`config.mk`:
```
export PLATFORM = sky130hd
export DESIGN_NAME = crt_top
export DESIGN_NICKNAME = d
export VERILOG_FILES = /design/src/design/crt_pkg.sv /design/src/design/crt_range_check.sv /design/src/design/crt_range_step.sv /design/src/design/crt_top.sv
export SDC_FILE = /design/constraint.sdc
export NUM_CORES = 1
export LEC_CHECK = 0
export ABC_AREA = 0
export BUFFER_PORTS_ARGS = -buffer_cell sky130_fd_sc_hd__buf_2
export CORE_ASPECT_RATIO = 1.4
export CORE_MARGIN = 2
export CORE_UTILIZATION = 55
export CTS_CLUSTER_SIZE = 12
export DETAILED_ROUTE_END_ITERATION = 16
export GPL_TIMING_DRIVEN = 0
export PLACE_DENSITY = 0.83
export SLEW_MARGIN = 20
export SYNTH_ARGS = -nofsm -noshare
export SYNTH_HDL_FRONTEND = slang
export SYNTH_SLANG_ARGS = --single-unit
```
`constraint.sdc`:
```
create_clock -name CORE_CLK -period 14.98 [get_ports CORE_CLK]
set_clock_uncertainty 0.2 [all_clocks]
set_input_delay 2.247 -clock CORE_CLK [delete_from_list [all_inputs] [get_ports CORE_CLK]]
set_output_delay 2.247 -clock CORE_CLK [all_outputs]
set_load 0.03 [all_outputs]
```
`src/design/crt_pkg.sv`:
```
// Package: constants and types for the current range and trigger controller
package crt_pkg;
   // Clock and conversion timing
   localparam int CLK_HZ = 100_000_000;
   localparam int CONV_HZ = 250_000;
   localparam int CONV_DIV = CLK_HZ / CONV_HZ;
   localparam int MASK_TIME_US = 1000;
   localparam int MASK_CONV = MASK_TIME_US * CONV_HZ / 1_000_000;
   localparam int OVER_RATE_HZ = 2000;
   localparam int UNDER_RATE_HZ = 2;
   localparam int OVER_GAP = CLK_HZ / OVER_RATE_HZ;
   localparam int UNDER_GAP = CLK_HZ / UNDER_RATE_HZ;
   localparam int MIN_PERIOD_US = 100;
   localparam int MIN_AVG_CONV = MIN_PERIOD_US * CONV_HZ / 1_000_000;
   // Range field: bits [3:2] pick the feedback resistor, [1:0] pick the gain
   localparam int RANGE_W = 4;
   localparam logic [3:0] RANGE_FIRST = 4'h0;
   localparam logic [3:0] RANGE_LAST = 4'hF;
   localparam logic [3:0] RANGE_LAST_HC = 4'hE;
   localparam logic [1:0] GAIN_X1 = 2'h3;
   // Thresholds in percent of full scale
   localparam int OVER_PCT = 80;
   localparam int UNDER_PCT = 20;
   localparam int PCT_FULL = 100;
   localparam int SAMPLE_W = 16;
   localparam logic [15:0] FULL_SCALE = 16'h7FFF;
   // Trigger modes
   typedef enum logic [1:0] {
      CRT_TRG_INTERNAL = 2'b00,
      CRT_TRG_GATE_START = 2'b01,
      CRT_TRG_GATE_START_STOP = 2'b10,
      CRT_TRG_MESSAGE = 2'b11
   } crt_mode_e;
   // Sequencer states
   typedef enum logic [1:0] {
      CRT_IDLE = 2'b00,
      CRT_ARMED = 2'b01,
      CRT_RUN = 2'b10
   } crt_seq_e;
   // Status indicator codes
   localparam logic [1:0] LED_OFF = 2'h0;
   localparam logic [1:0] LED_ORANGE = 2'h1;
   localparam logic [1:0] LED_GREEN = 2'h2;
endpackage

```
`src/design/crt_range_check.sv`:
```
// Range flags: per-sample over and under thresholds against full scale
`timescale 1ns/1ns
module crt_range_check
   import crt_pkg::*;
#(
   parameter int W = SAMPLE_W
) (
   input wire logic signed [W-1:0] sample,
   output logic over,
   output logic under
);
   logic [W:0] mag;
   logic [W+7:0] scaled;
   logic [W+7:0] lim_over;
   logic [W+7:0] lim_under;
   // Compare magnitude*100 against limit*fs so no division is needed
   always_comb begin
      mag = sample[W-1] ? (W+1)'(-$signed({sample[W-1], sample})) : (W+1)'(sample);
      scaled = (W+8)'(mag) * (W+8)'(PCT_FULL);
      lim_over = (W+8)'(FULL_SCALE) * (W+8)'(OVER_PCT);
      lim_under = (W+8)'(FULL_SCALE) * (W+8)'(UNDER_PCT);
      over = scaled > lim_over;
      under = scaled < lim_under;
   end
endmodule

```
`src/design/crt_range_step.sv`:
```
// Range stepping: next distinct range up or down, skipping redundant codes
`timescale 1ns/1ns
module crt_range_step
   import crt_pkg::*;
(
   input wire logic [3:0] cur,
   input wire logic hc_opt,
   output logic [3:0] up,
   output logic [3:0] down
);
   logic [3:0] top;
   // Codes 3, 7, 11 (x1 gain) duplicate the next code, so they are stepped over
   always_comb begin
      top = hc_opt ? RANGE_LAST_HC : RANGE_LAST;
      up = cur;
      down = cur;
      if (cur < top) begin
         up = cur + 4'h1;
         if (up[1:0] == GAIN_X1 && up < top) begin
            up = up + 4'h1;
         end
      end
      if (cur > RANGE_FIRST) begin
         down = cur - 4'h1;
         if (down[1:0] == GAIN_X1) begin
            down = down - 4'h1;
         end
      end
      if (up > top) begin
         up = top;
      end
   end
endmodule

```
`src/design/crt_top.sv`:
```
// Current range and trigger controller: ranging, masking, averaging, sequencing
// Operation
// - Range code picks resistor and gain
// - Codes 3, 7, 11 duplicate next full scale
// - High current option drops range sixteen
// - Hold last good reading one millisecond
// - Host sets fixed range or autoranging
// - Samples flag over 80 under 20 percent
// - Flags captured with average, drive decisions; here captured only while autoranging, always clear in fixed range
// - Over acted at 2 kHz, under 2 Hz
// - Nothing recorded before first trigger
// - External modes: initiate only arms
// - One averaged reading per trigger point
// - Count reached stops recording, ADC runs
// - Trigger points counted from start event
// - Infinite count runs until abort or reset
// - Internal mode starts on initiate
// - Gate active edge starts sequence
// - Start-stop ends after current average
// - Message byte starts the sequence
// - Gate active level is configurable
// - Controller delays start per loop position
// - Orange armed, green running, off done
// - ADC converts at 250 kHz, averaged
// - Averaging period at least 25 conversions
// - Each reading carries incrementing count
`timescale 1ns/1ns
module crt_top
   import crt_pkg::*;
#(
   parameter int AVG_W = 20,
   parameter int CNT_W = 32,
   parameter int UNDER_GAP_P = UNDER_GAP
) (
   input wire logic CORE_CLK,
   input wire logic RST_B,
   input wire logic signed [SAMPLE_W-1:0] ADC_DATA,
   input wire logic AUTO_RANGE,
   input wire logic [3:0] FIXED_RANGE,
   input wire logic HIGH_CURRENT_OPTION,
   input wire logic [1:0] TRIG_MODE,
   input wire logic GATE_ACTIVE_HIGH,
   input wire logic GATE_IN,
   input wire logic [AVG_W-1:0] AVG_CONV,
   input wire logic [CNT_W-1:0] TRIG_COUNT,
   input wire logic TRIG_INFINITE,
   input wire logic INITIATE,
   input wire logic ABORT,
   input wire logic START_MSG,
   output logic ADC_CONVERT,
   output logic [1:0] FEEDBACK_SEL,
   output logic [1:0] PROGRAMMABLE_GAIN_STAGE,
   output logic [3:0] RANGE,
   output logic READING_VALID,
   output logic signed [SAMPLE_W+AVG_W-1:0] READING_SUM,
   output logic [CNT_W-1:0] READING_INDEX,
   output logic READING_OVER,
   output logic READING_UNDER,
   output logic [1:0] STATUS_LED,
   output logic BUSY
);
   localparam int SUM_W = SAMPLE_W + AVG_W;
   localparam int DIV_W = $clog2(CONV_DIV);

   typedef struct packed {
      logic [DIV_W-1:0] div;
      logic gate_d;
      logic [AVG_W-1:0] conv_cnt;
      logic signed [SUM_W-1:0] acc;
      logic acc_over;
      logic acc_under;
      logic [3:0] range;
      logic [7:0] mask_cnt;
      logic [31:0] over_gap;
      logic [31:0] under_gap;
      crt_seq_e seq;
      logic stop_req;
      logic [CNT_W-1:0] done_cnt;
      logic adc_conv;
      logic rd_valid;
      logic signed [SUM_W-1:0] rd_sum;
      logic signed [SUM_W-1:0] good_sum;
      logic [CNT_W-1:0] rd_idx;
      logic rd_over;
      logic rd_under;
      logic [1:0] led;
      logic busy;
   } crt_state_s;

   crt_state_s st_r;
   crt_state_s st_nxt;
   logic rst_meta_r;
   logic rst_sync_r;
   logic rst_sync_b;
   logic smp_over;
   logic smp_under;
   logic [3:0] rng_up;
   logic [3:0] rng_down;

   assign rst_sync_b = rst_sync_r;

   crt_range_check #(.W(SAMPLE_W)) u_check (
      .sample(ADC_DATA),
      .over(smp_over),
      .under(smp_under)
   );

   crt_range_step u_step (
      .cur(st_r.range),
      .hc_opt(HIGH_CURRENT_OPTION),
      .up(rng_up),
      .down(rng_down)
   );

   // Clamp requested range to the selectable set
   function automatic logic [3:0] legal_range(input logic [3:0] r, input logic hc);
      legal_range = (hc && r == RANGE_LAST) ? RANGE_LAST_HC : r;
   endfunction

   // Next-state logic for the whole block
   always_comb begin
      logic conv_tick;
      logic avg_done;
      logic gate_act;
      logic gate_prev;
      logic start_ev;
      logic stop_ev;
      logic [AVG_W-1:0] avg_len;
      logic [3:0] want;
      conv_tick = 1'b0;
      avg_done = 1'b0;
      gate_act = 1'b0;
      gate_prev = 1'b0;
      start_ev = 1'b0;
      stop_ev = 1'b0;
      avg_len = '0;
      want = '0;
      st_nxt = st_r;
      st_nxt.rd_valid = 1'b0;
      st_nxt.adc_conv = 1'b0;

      // Free-running conversion strobe, never stopped by the sequencer
      if (st_r.div == DIV_W'(CONV_DIV - 1)) begin
         st_nxt.div = '0;
         conv_tick = 1'b1;
         st_nxt.adc_conv = 1'b1;
      end else begin
         st_nxt.div = st_r.div + DIV_W'(1);
      end

      // Short periods are stretched to the minimum conversion count
      avg_len = (AVG_CONV < AVG_W'(MIN_AVG_CONV)) ? AVG_W'(MIN_AVG_CONV) : AVG_CONV;

      // Accumulate samples, and their range flags only while autoranging
      if (conv_tick) begin
         st_nxt.acc = st_r.acc + SUM_W'(ADC_DATA);
         st_nxt.acc_over = st_r.acc_over | (AUTO_RANGE & smp_over);
         st_nxt.acc_under = st_r.acc_under | (AUTO_RANGE & smp_under);
         if (st_r.conv_cnt == avg_len - AVG_W'(1)) begin
            avg_done = 1'b1;
            st_nxt.conv_cnt = '0;
         end else begin
            st_nxt.conv_cnt = st_r.conv_cnt + AVG_W'(1);
         end
      end

      // Gate edges relative to the configured active level
      gate_act = GATE_IN ~^ GATE_ACTIVE_HIGH;
      gate_prev = st_r.gate_d ~^ GATE_ACTIVE_HIGH;
      st_nxt.gate_d = GATE_IN;

      // Range mask countdown runs in conversions
      if (conv_tick && st_r.mask_cnt != '0) begin
         st_nxt.mask_cnt = st_r.mask_cnt - 8'h1;
      end
      if (st_r.over_gap != '0) begin
         st_nxt.over_gap = st_r.over_gap - 32'h1;
      end
      if (st_r.under_gap != '0) begin
         st_nxt.under_gap = st_r.under_gap - 32'h1;
      end

      // Start events per mode; loop timing alignment is done by the controller
      unique case (crt_mode_e'(TRIG_MODE))
         CRT_TRG_INTERNAL: start_ev = 1'b1;
         CRT_TRG_GATE_START: start_ev = gate_act & ~gate_prev;
         CRT_TRG_GATE_START_STOP: start_ev = gate_act & ~gate_prev;
         CRT_TRG_MESSAGE: start_ev = START_MSG;
      endcase
      stop_ev = (crt_mode_e'(TRIG_MODE) == CRT_TRG_GATE_START_STOP) && !gate_act && gate_prev;

      // End of an average: hand on the sum with its flags
      if (avg_done) begin
         if (st_r.mask_cnt == '0) begin
            st_nxt.good_sum = st_nxt.acc;
         end
         // Decide on range from the captured flags
         if (AUTO_RANGE) begin
            if (st_nxt.acc_over && st_r.over_gap == '0 && rng_up != st_r.range) begin
               st_nxt.range = rng_up;
               st_nxt.mask_cnt = 8'(MASK_CONV);
               st_nxt.over_gap = 32'(OVER_GAP);
               st_nxt.under_gap = 32'(UNDER_GAP_P);
            end else if (!st_nxt.acc_over && st_nxt.acc_under && st_r.under_gap == '0
                         && rng_down != st_r.range) begin
               st_nxt.range = rng_down;
               st_nxt.mask_cnt = 8'(MASK_CONV);
               st_nxt.under_gap = 32'(UNDER_GAP_P);
            end
         end
      end

      // Fixed range: any host change also masks readings
      if (!AUTO_RANGE) begin
         want = legal_range(FIXED_RANGE, HIGH_CURRENT_OPTION);
         if (want != st_r.range) begin
            st_nxt.range = want;
            st_nxt.mask_cnt = 8'(MASK_CONV);
         end
      end else if (st_nxt.range != legal_range(st_nxt.range, HIGH_CURRENT_OPTION)) begin
         st_nxt.range = legal_range(st_nxt.range, HIGH_CURRENT_OPTION);
      end

      // Trigger sequencer
      unique case (st_r.seq)
         CRT_IDLE: begin
            if (INITIATE) begin
               st_nxt.seq = CRT_ARMED;
               st_nxt.led = LED_ORANGE;
               st_nxt.busy = 1'b1;
            end
         end
         CRT_ARMED: begin
            if (start_ev) begin
               st_nxt.seq = CRT_RUN;
               st_nxt.led = LED_GREEN;
               st_nxt.done_cnt = '0;
               st_nxt.stop_req = 1'b0;
               st_nxt.conv_cnt = '0;
               st_nxt.acc = '0;
               st_nxt.acc_over = 1'b0;
               st_nxt.acc_under = 1'b0;
            end
         end
         CRT_RUN: begin
            if (stop_ev) begin
               st_nxt.stop_req = 1'b1;
            end
            if (avg_done) begin
               st_nxt.rd_valid = 1'b1;
               st_nxt.rd_sum = (st_r.mask_cnt != '0) ? st_r.good_sum : st_nxt.good_sum;
               st_nxt.rd_idx = st_r.done_cnt;
               st_nxt.rd_over = st_nxt.acc_over;
               st_nxt.rd_under = st_nxt.acc_under;
               st_nxt.done_cnt = st_r.done_cnt + CNT_W'(1);
               if ((!TRIG_INFINITE && st_r.done_cnt + CNT_W'(1) >= TRIG_COUNT)
                   || st_r.stop_req || stop_ev) begin
                  st_nxt.seq = CRT_IDLE;
                  st_nxt.led = LED_OFF;
                  st_nxt.busy = 1'b0;
               end
            end
         end
         default: st_nxt.seq = CRT_IDLE;
      endcase

      // Clear the accumulator only once reading and range logic have taken its totals
      if (avg_done) begin
         st_nxt.acc = '0;
         st_nxt.acc_over = 1'b0;
         st_nxt.acc_under = 1'b0;
      end

      // Abort wins over everything in the sequencer
      if (ABORT) begin
         st_nxt.seq = CRT_IDLE;
         st_nxt.led = LED_OFF;
         st_nxt.busy = 1'b0;
         st_nxt.rd_valid = 1'b0;
      end
   end

   // Reset synchroniser sits outside the state record since it runs on the raw reset
   always_ff @(posedge CORE_CLK or negedge RST_B) begin
      if (!RST_B) begin
         rst_meta_r <= 1'b0;
         rst_sync_r <= 1'b0;
      end else begin
         rst_meta_r <= 1'b1;
         rst_sync_r <= rst_meta_r;
      end
   end

   // Main state register
   always_ff @(posedge CORE_CLK or negedge rst_sync_b) begin
      if (!rst_sync_b) begin
         st_r.div <= '0;
         st_r.gate_d <= 1'b0;
         st_r.conv_cnt <= '0;
         st_r.acc <= '0;
         st_r.acc_over <= 1'b0;
         st_r.acc_under <= 1'b0;
         st_r.range <= RANGE_FIRST;
         st_r.mask_cnt <= '0;
         st_r.over_gap <= '0;
         st_r.under_gap <= '0;
         st_r.seq <= CRT_IDLE;
         st_r.stop_req <= 1'b0;
         st_r.done_cnt <= '0;
         st_r.adc_conv <= 1'b0;
         st_r.rd_valid <= 1'b0;
         st_r.rd_sum <= '0;
         st_r.good_sum <= '0;
         st_r.rd_idx <= '0;
         st_r.rd_over <= 1'b0;
         st_r.rd_under <= 1'b0;
         st_r.led <= LED_OFF;
         st_r.busy <= 1'b0;
      end else begin
         st_r <= st_nxt;
      end
   end

   // Outputs straight from flip-flops
   assign ADC_CONVERT = st_r.adc_conv;
   assign FEEDBACK_SEL = st_r.range[3:2];
   assign PROGRAMMABLE_GAIN_STAGE = st_r.range[1:0];
   assign RANGE = st_r.range;
   assign READING_VALID = st_r.rd_valid;
   assign READING_SUM = st_r.rd_sum;
   assign READING_INDEX = st_r.rd_idx;
   assign READING_OVER = st_r.rd_over;
   assign READING_UNDER = st_r.rd_under;
   assign STATUS_LED = st_r.led;
   assign BUSY = st_r.busy;
endmodule

```
### Word-level counts from Yosys, hierarchy flattened

Cells that the tools add are included.

* $add $sub $neg: 13
* $mul: 1
* $lt $le $gt $ge: 8
* eq/ne operators: 22
* mux-type cells: 56
* bitwise operators: 8
* reductions and logical operators: 35

Operator list (count)
* 32-bit two-way mux: 6
* 58-bit two-way mux: 3
* 76-bit two-way mux: 2
* 36-bit two-way mux: 3
* 37-bit two-way mux: 2
* 33-bit case mux with 2 select lines: 1
* 32-bit zero test: 2
* 32-bit nonzero test: 2
* 32-bit by 1-bit subtractor with 32-bit output, second input constant: 2
* 20-bit two-way mux: 2
* 38-bit two-way mux: 1
* 36-bit by 16-bit adder with 36-bit output: 1
* 12-bit two-way mux: 3
* 4-bit two-way mux: 9
* 35-bit two-way mux: 1
* 32-bit by 1-bit adder with 32-bit output, second input constant: 1
* 32-bit greater-or-equal comparator: 1
* 24-bit by 22-bit > comparator with 1-bit output, second input constant: 1
* 24-bit by 20-bit less-than comparator with 1-bit output, second input constant: 1
* 17-bit by 5-bit multiplier with 22-bit output, second input constant: 1
* 20-bit by 1-bit adder with 20-bit output, second input constant: 1
* 20-bit == test: 1
* 20-bit by 5-bit less-than comparator with 1-bit output, second input constant: 1
* 20-bit by 1-bit subtractor with 20-bit output, second input constant: 1
* other kinds (42): 94

* bits in registers: 292
* input bits: 84
* output and inout port bits: 83
* logic and storage cells: 167

### Longest topological paths before layout

* depth after elaboration: 21
* depth in mapped cells: 25
* depth with buffers taken out: 24

### Modules after synthesis

From an unflattened synthesis, not the netlist that was laid out.

* cells, all modules: 2193
* area, all modules: 20113.0 µm²

Modules (own cells, without submodules)
* crt_top: instances 1, cells an instance 1846, area each 17429.2 µm², sequential area each 7307.0 µm²
* crt_range_check: instances 1, cells an instance 286, area each 2252.2 µm², sequential area each 0.0 µm²
* crt_range_step: instances 1, cells an instance 61, area each 431.7 µm², sequential area each 0.0 µm²

### Worst setup path before layout

OpenSTA, ideal clock, no wires.

* path kind: input port to flip-flop
* start: input ADC_DATA[7]
* end: register st_r, in the netlist RANGE[0]
* setup time: 0.126 ns
* arrival time: 7.565 ns
* required time: 14.654 ns
* slack: 7.089 ns
* stages on the path: 23
* buffers on the path: 2
* cells stage by stage: or4_1 -> o21ai_0 -> xnor2_1 -> ha_1 -> ha_1 -> inv_1 -> fa_1 -> inv_1 -> ha_1 -> clkbuf_1 -> a21o_1 -> or3_1 -> o211ai_1 -> a21boi_0 -> nor3_1 -> nand4_1 -> a211oi_1 -> o2111ai_1 -> or2_1 -> buf_6 -> o211ai_2 -> nand4b_1 -> o32a_1

RTL lines
* from (decl): RTL line crt_top.sv:37 `input wire logic signed [SAMPLE_W-1:0] ADC_DATA,`
* to (signal assigned): RTL line crt_top.sv:320 `st_r <= st_nxt;`
* to (decl): RTL line crt_top.sv:90 `crt_state_s st_r;`

==> results_dict.tcl <==
set metrics [dict create \
    layout_common_cells "dfrtp_1 (291), nand2_1 (251), nor2_1 (195)" \
    setup_tns_ns 0 \
    cts_sinks 292 \
    setup.worst_path.start_class "primary input" \
    gp_congestion 0.9321 \
    crit_chain "buf_2 > clkbuf_1 > clkbuf_1 > o31ai_1 > xnor2_1 > ha_1 > ha_1 > ha_1 > xor2_1 > ha_1 > a211oi_1 > o21ai_0 > o22ai_1 > xor2_1 > nor4b_1 > nand4_1 > a211oi_1 > o2111ai_1 > or2_1 > buf_6 > o211a_1 > a211oi_2 > o32a_1" \
    hold_class "reg -> async" \
    initial_core_util_pct 55.96 \
    ys_types 89 \
    worst_slew_pin_slew_ns 0.9854 \
    outcome "finished, final reports clean" \
    coreArea_um2 34960 \
    clk_latency_ns 0.59 \
    p_comb_share_pct 28.2 \
    worst_hold_slack_ns 0.1121 \
    cts_hold_buffers 0 \
    crit_slowest_cell "a211oi_1" \
    nets 2631 \
    synth_warnings 0 \
    final_cells 2863 \
    cts_tree "done" \
    required_ns 15.31 \
    cp_max_fo 21 \
    antenna_found_initial 1 \
    clkTransAtPathRegs_ns 0.06 \
    fp.dieH_um 227.2 \
    cts_buffers 31 \
    ant_nets 0 \
    final_area_um2 22100 \
    yosysTopAreaCell "dfrtp_1" \
    pwr-share-clk_pct 34.7 \
    portBuffers 165 \
    syn_avg_cell_area_um2 8.975 \
    grt_pass1_wl_mm 80.40 \
    synth_flop_cell "dfrtp_1" \
    drc 0 \
    grt_overflow 0 \
    vias 16432 \
    placed_cells 2809 \
    drt-total-wl_mm 48.60 \
    powerDensity_nw_per_um2 99.96 \
    cts_resized 0 \
    sw_frac_of_total_pct 32.70 \
    fp-row-count 81 \
    post-route-period-util_pct 58.41 \
    synth_edf_count 0 \
    ctsRootBufferMaster "clkbuf_16" \
    grt_pass1_vias 17027 \
    layout_commonest_cell "dfrtp_1" \
    avgRoutedWirePerCell_um 16.97 \
    cts_max_level 1 \
    placed_area_um2 21110 \
    crit_arrival_ns 9.08 \
    grt_max_degree 55 \
    synthTopCellsByArea "dfrtp_1 (37%), ha_1 (9.5%), xnor2_1 (5.1%), nand2_1 (4.8%), xor2_1 (4.3%)" \
    drtIter0Drc 993 \
    drv_cap 0 \
    fp.dieW_um 163.4 \
    area_growth_pct 12.96 \
    hold_viol_final 0 \
    yosysTopAreaCellShare_pct 37.34 \
    maxSlewHeadroom_pct 34.31 \
    internal-power_uw 1487 \
    ys_seq_area_share_pct 37.34 \
    p_leak_uw 0.01098 \
    seqPwrFrac_pct 37.0 \
    ys_ff_latch 292 \
    finalMaxSlewViolations 0 \
    syn_area_um2 19570 \
    drive_above_1_share_pct 15.68 \
    fmax_mhz 114.3 \
    end_kind "register" \
    io_pins 167 \
    dr.pass1.iters 6 \
    finalSetupViolCount 0 \
    cts_setup_buffers 0 \
    clockBufferDepth 3 \
    rsz0062_at_grt "false" \
    grtUsageTotal_pct 26.38 \
    ir_worst_vdd_v 0.00008420 \
    dieArea_um2 37120 \
    place.detailed.hpwl_mm 36.94 \
    crit_type "in -> reg" \
    period_needed_ns 8.750 \
    p_switching_uw 722.3 \
    cpMostUsedCell "ha_1" \
    syn-instance-count 2180 \
    async_reset_ff_share_pct 100.0 \
    max_stage_delay_ns 0.55 \
    vias_per_cell 5.739 \
]
-- Yosys cell counts (14+ instances only) --
cell type,instances
nor2_1,195
a21o_1,40
ha_1,149
o21ai_0,113
nand2b_1,37
and3_1,23
mux2_2,44
nor4_1,30
clkbuf_1,58
nand2_1,251
or3_1,14
xor2_1,95
buf_4,78
nand3_1,54
xnor2_1,115
o31ai_1,15
nand4_1,24
nor3_1,46
nor2b_1,14
dfrtp_1,292
a21oi_1,109
inv_1,134
-- sequential cells by signal (all words and copies together), names as in the netlist --
signal         cells
st_r             211
READING_SUM       36
READING_INDEX     32
RANGE              4
STATUS_LED         2
ADC_CONVERT        1
BUSY               1
READING_OVER       1
READING_UNDER      1
READING_VALID      1
rst_meta_r         1
rst_sync_b         1
-- cell families (layout without fill, tap and decap cells) --
| kind of cell | Yosys count | in the layout | share of synthesized area [%] |
|---|---|---|---|
| buffers and inverters | 286 | 509 | 7.098 |
| other | 2 | 6 | 0.03838 |
| muxes | 54 | 54 | 3.044 |
| adders and majority gates | 161 | 161 | 10.76 |
| AOI/OAI and AO/OA | 412 | 412 | 13.58 |
| xor gates and xnor gates | 210 | 210 | 9.400 |
| and+or+nand+nor | 763 | 763 | 18.74 |
| DFF | 292 | 292 | 37.34 |
-- worst paths after layout --
kind	startpoint	to	slack [ns]	depth (start not counted)
worst max-delay path	ADC_DATA[15]	RANGE[0]$_DFF_PN0_	6.23	23
worst min-delay path	rst_sync_b$_DFF_PN0_	READING_SUM[29]$_DFFE_PN0P_	0.11	0
worst max register to register	st_r[113]$_DFFE_PN0P_	STATUS_LED[0]$_DFFE_PN0P_	9.62	23
worst min register to register	rst_sync_b$_DFF_PN0_	READING_SUM[29]$_DFFE_PN0P_	0.11	0
max in group asynchronous	rst_sync_b$_DFF_PN0_	st_r[209]$_DFF_PN0_	13.02	4
min in group CORE_CLK	rst_meta_r$_DFF_PN0_	rst_sync_b$_DFF_PN0_	0.15	0
-- power by group through the flow --
stage / Clock [uW] / Combinational [uW] / Sequential [uW]
finish: 767 / 624 / 818
global route: 808 / 697 / 820
CTS: 778 / 616 / 818
detailed placement: 0 / 610 / 832
global placement: 0 / 575 / 844
floorplan: 0 / 448 / 841
-- worst max-delay path: cells and delay by family --
family | cells | cell delay [ns]
buffers and inverters | 4 | 1.36
adder cells (fa/ha/maj) | 4 | 1.21
AND/OR/NAND/NOR | 3 | 1.06
XOR/XNOR | 3 | 0.60
AO/OA/AOI/OAI | 9 | 2.56
-- metal layers --
layer,share of wire [%],vias up,track usage (%),wire length [um]
met2,53,470,49.80,25720
met4,4.2,0,11.19,2025
li1,-,7860,-,-
met3,4.6,150,3.352,2240
met1,38,7952,29.61,18620
met5,0,-,0,0
-- stage by stage --
stage          setup WS [ns]  utilization (%)  total power, uW
4_1_cts                6.340            63.20             2211
6_report               6.230            63.21             2209
5_1_grt                5.834            63.20             2325
3_5_place_dp           5.786            60.37             1442
2_1_floorplan          6.040                -             1288
3_3_place_gp           2.991            59.98             1419
-- final cells by class --
class	count	area (um^2)
buffer	150	878.3
timing repair buffer	171	960.9
clock inverter	9	126.4
sequential	292	7311
fill	2895	12860
inverter	136	510.5
tap	456	570.5
clock buffer	43	860.8
multi-input combinational	1604	10880
antenna	2	5.005
Note: power is estimated with default switching activity, not from simulation.
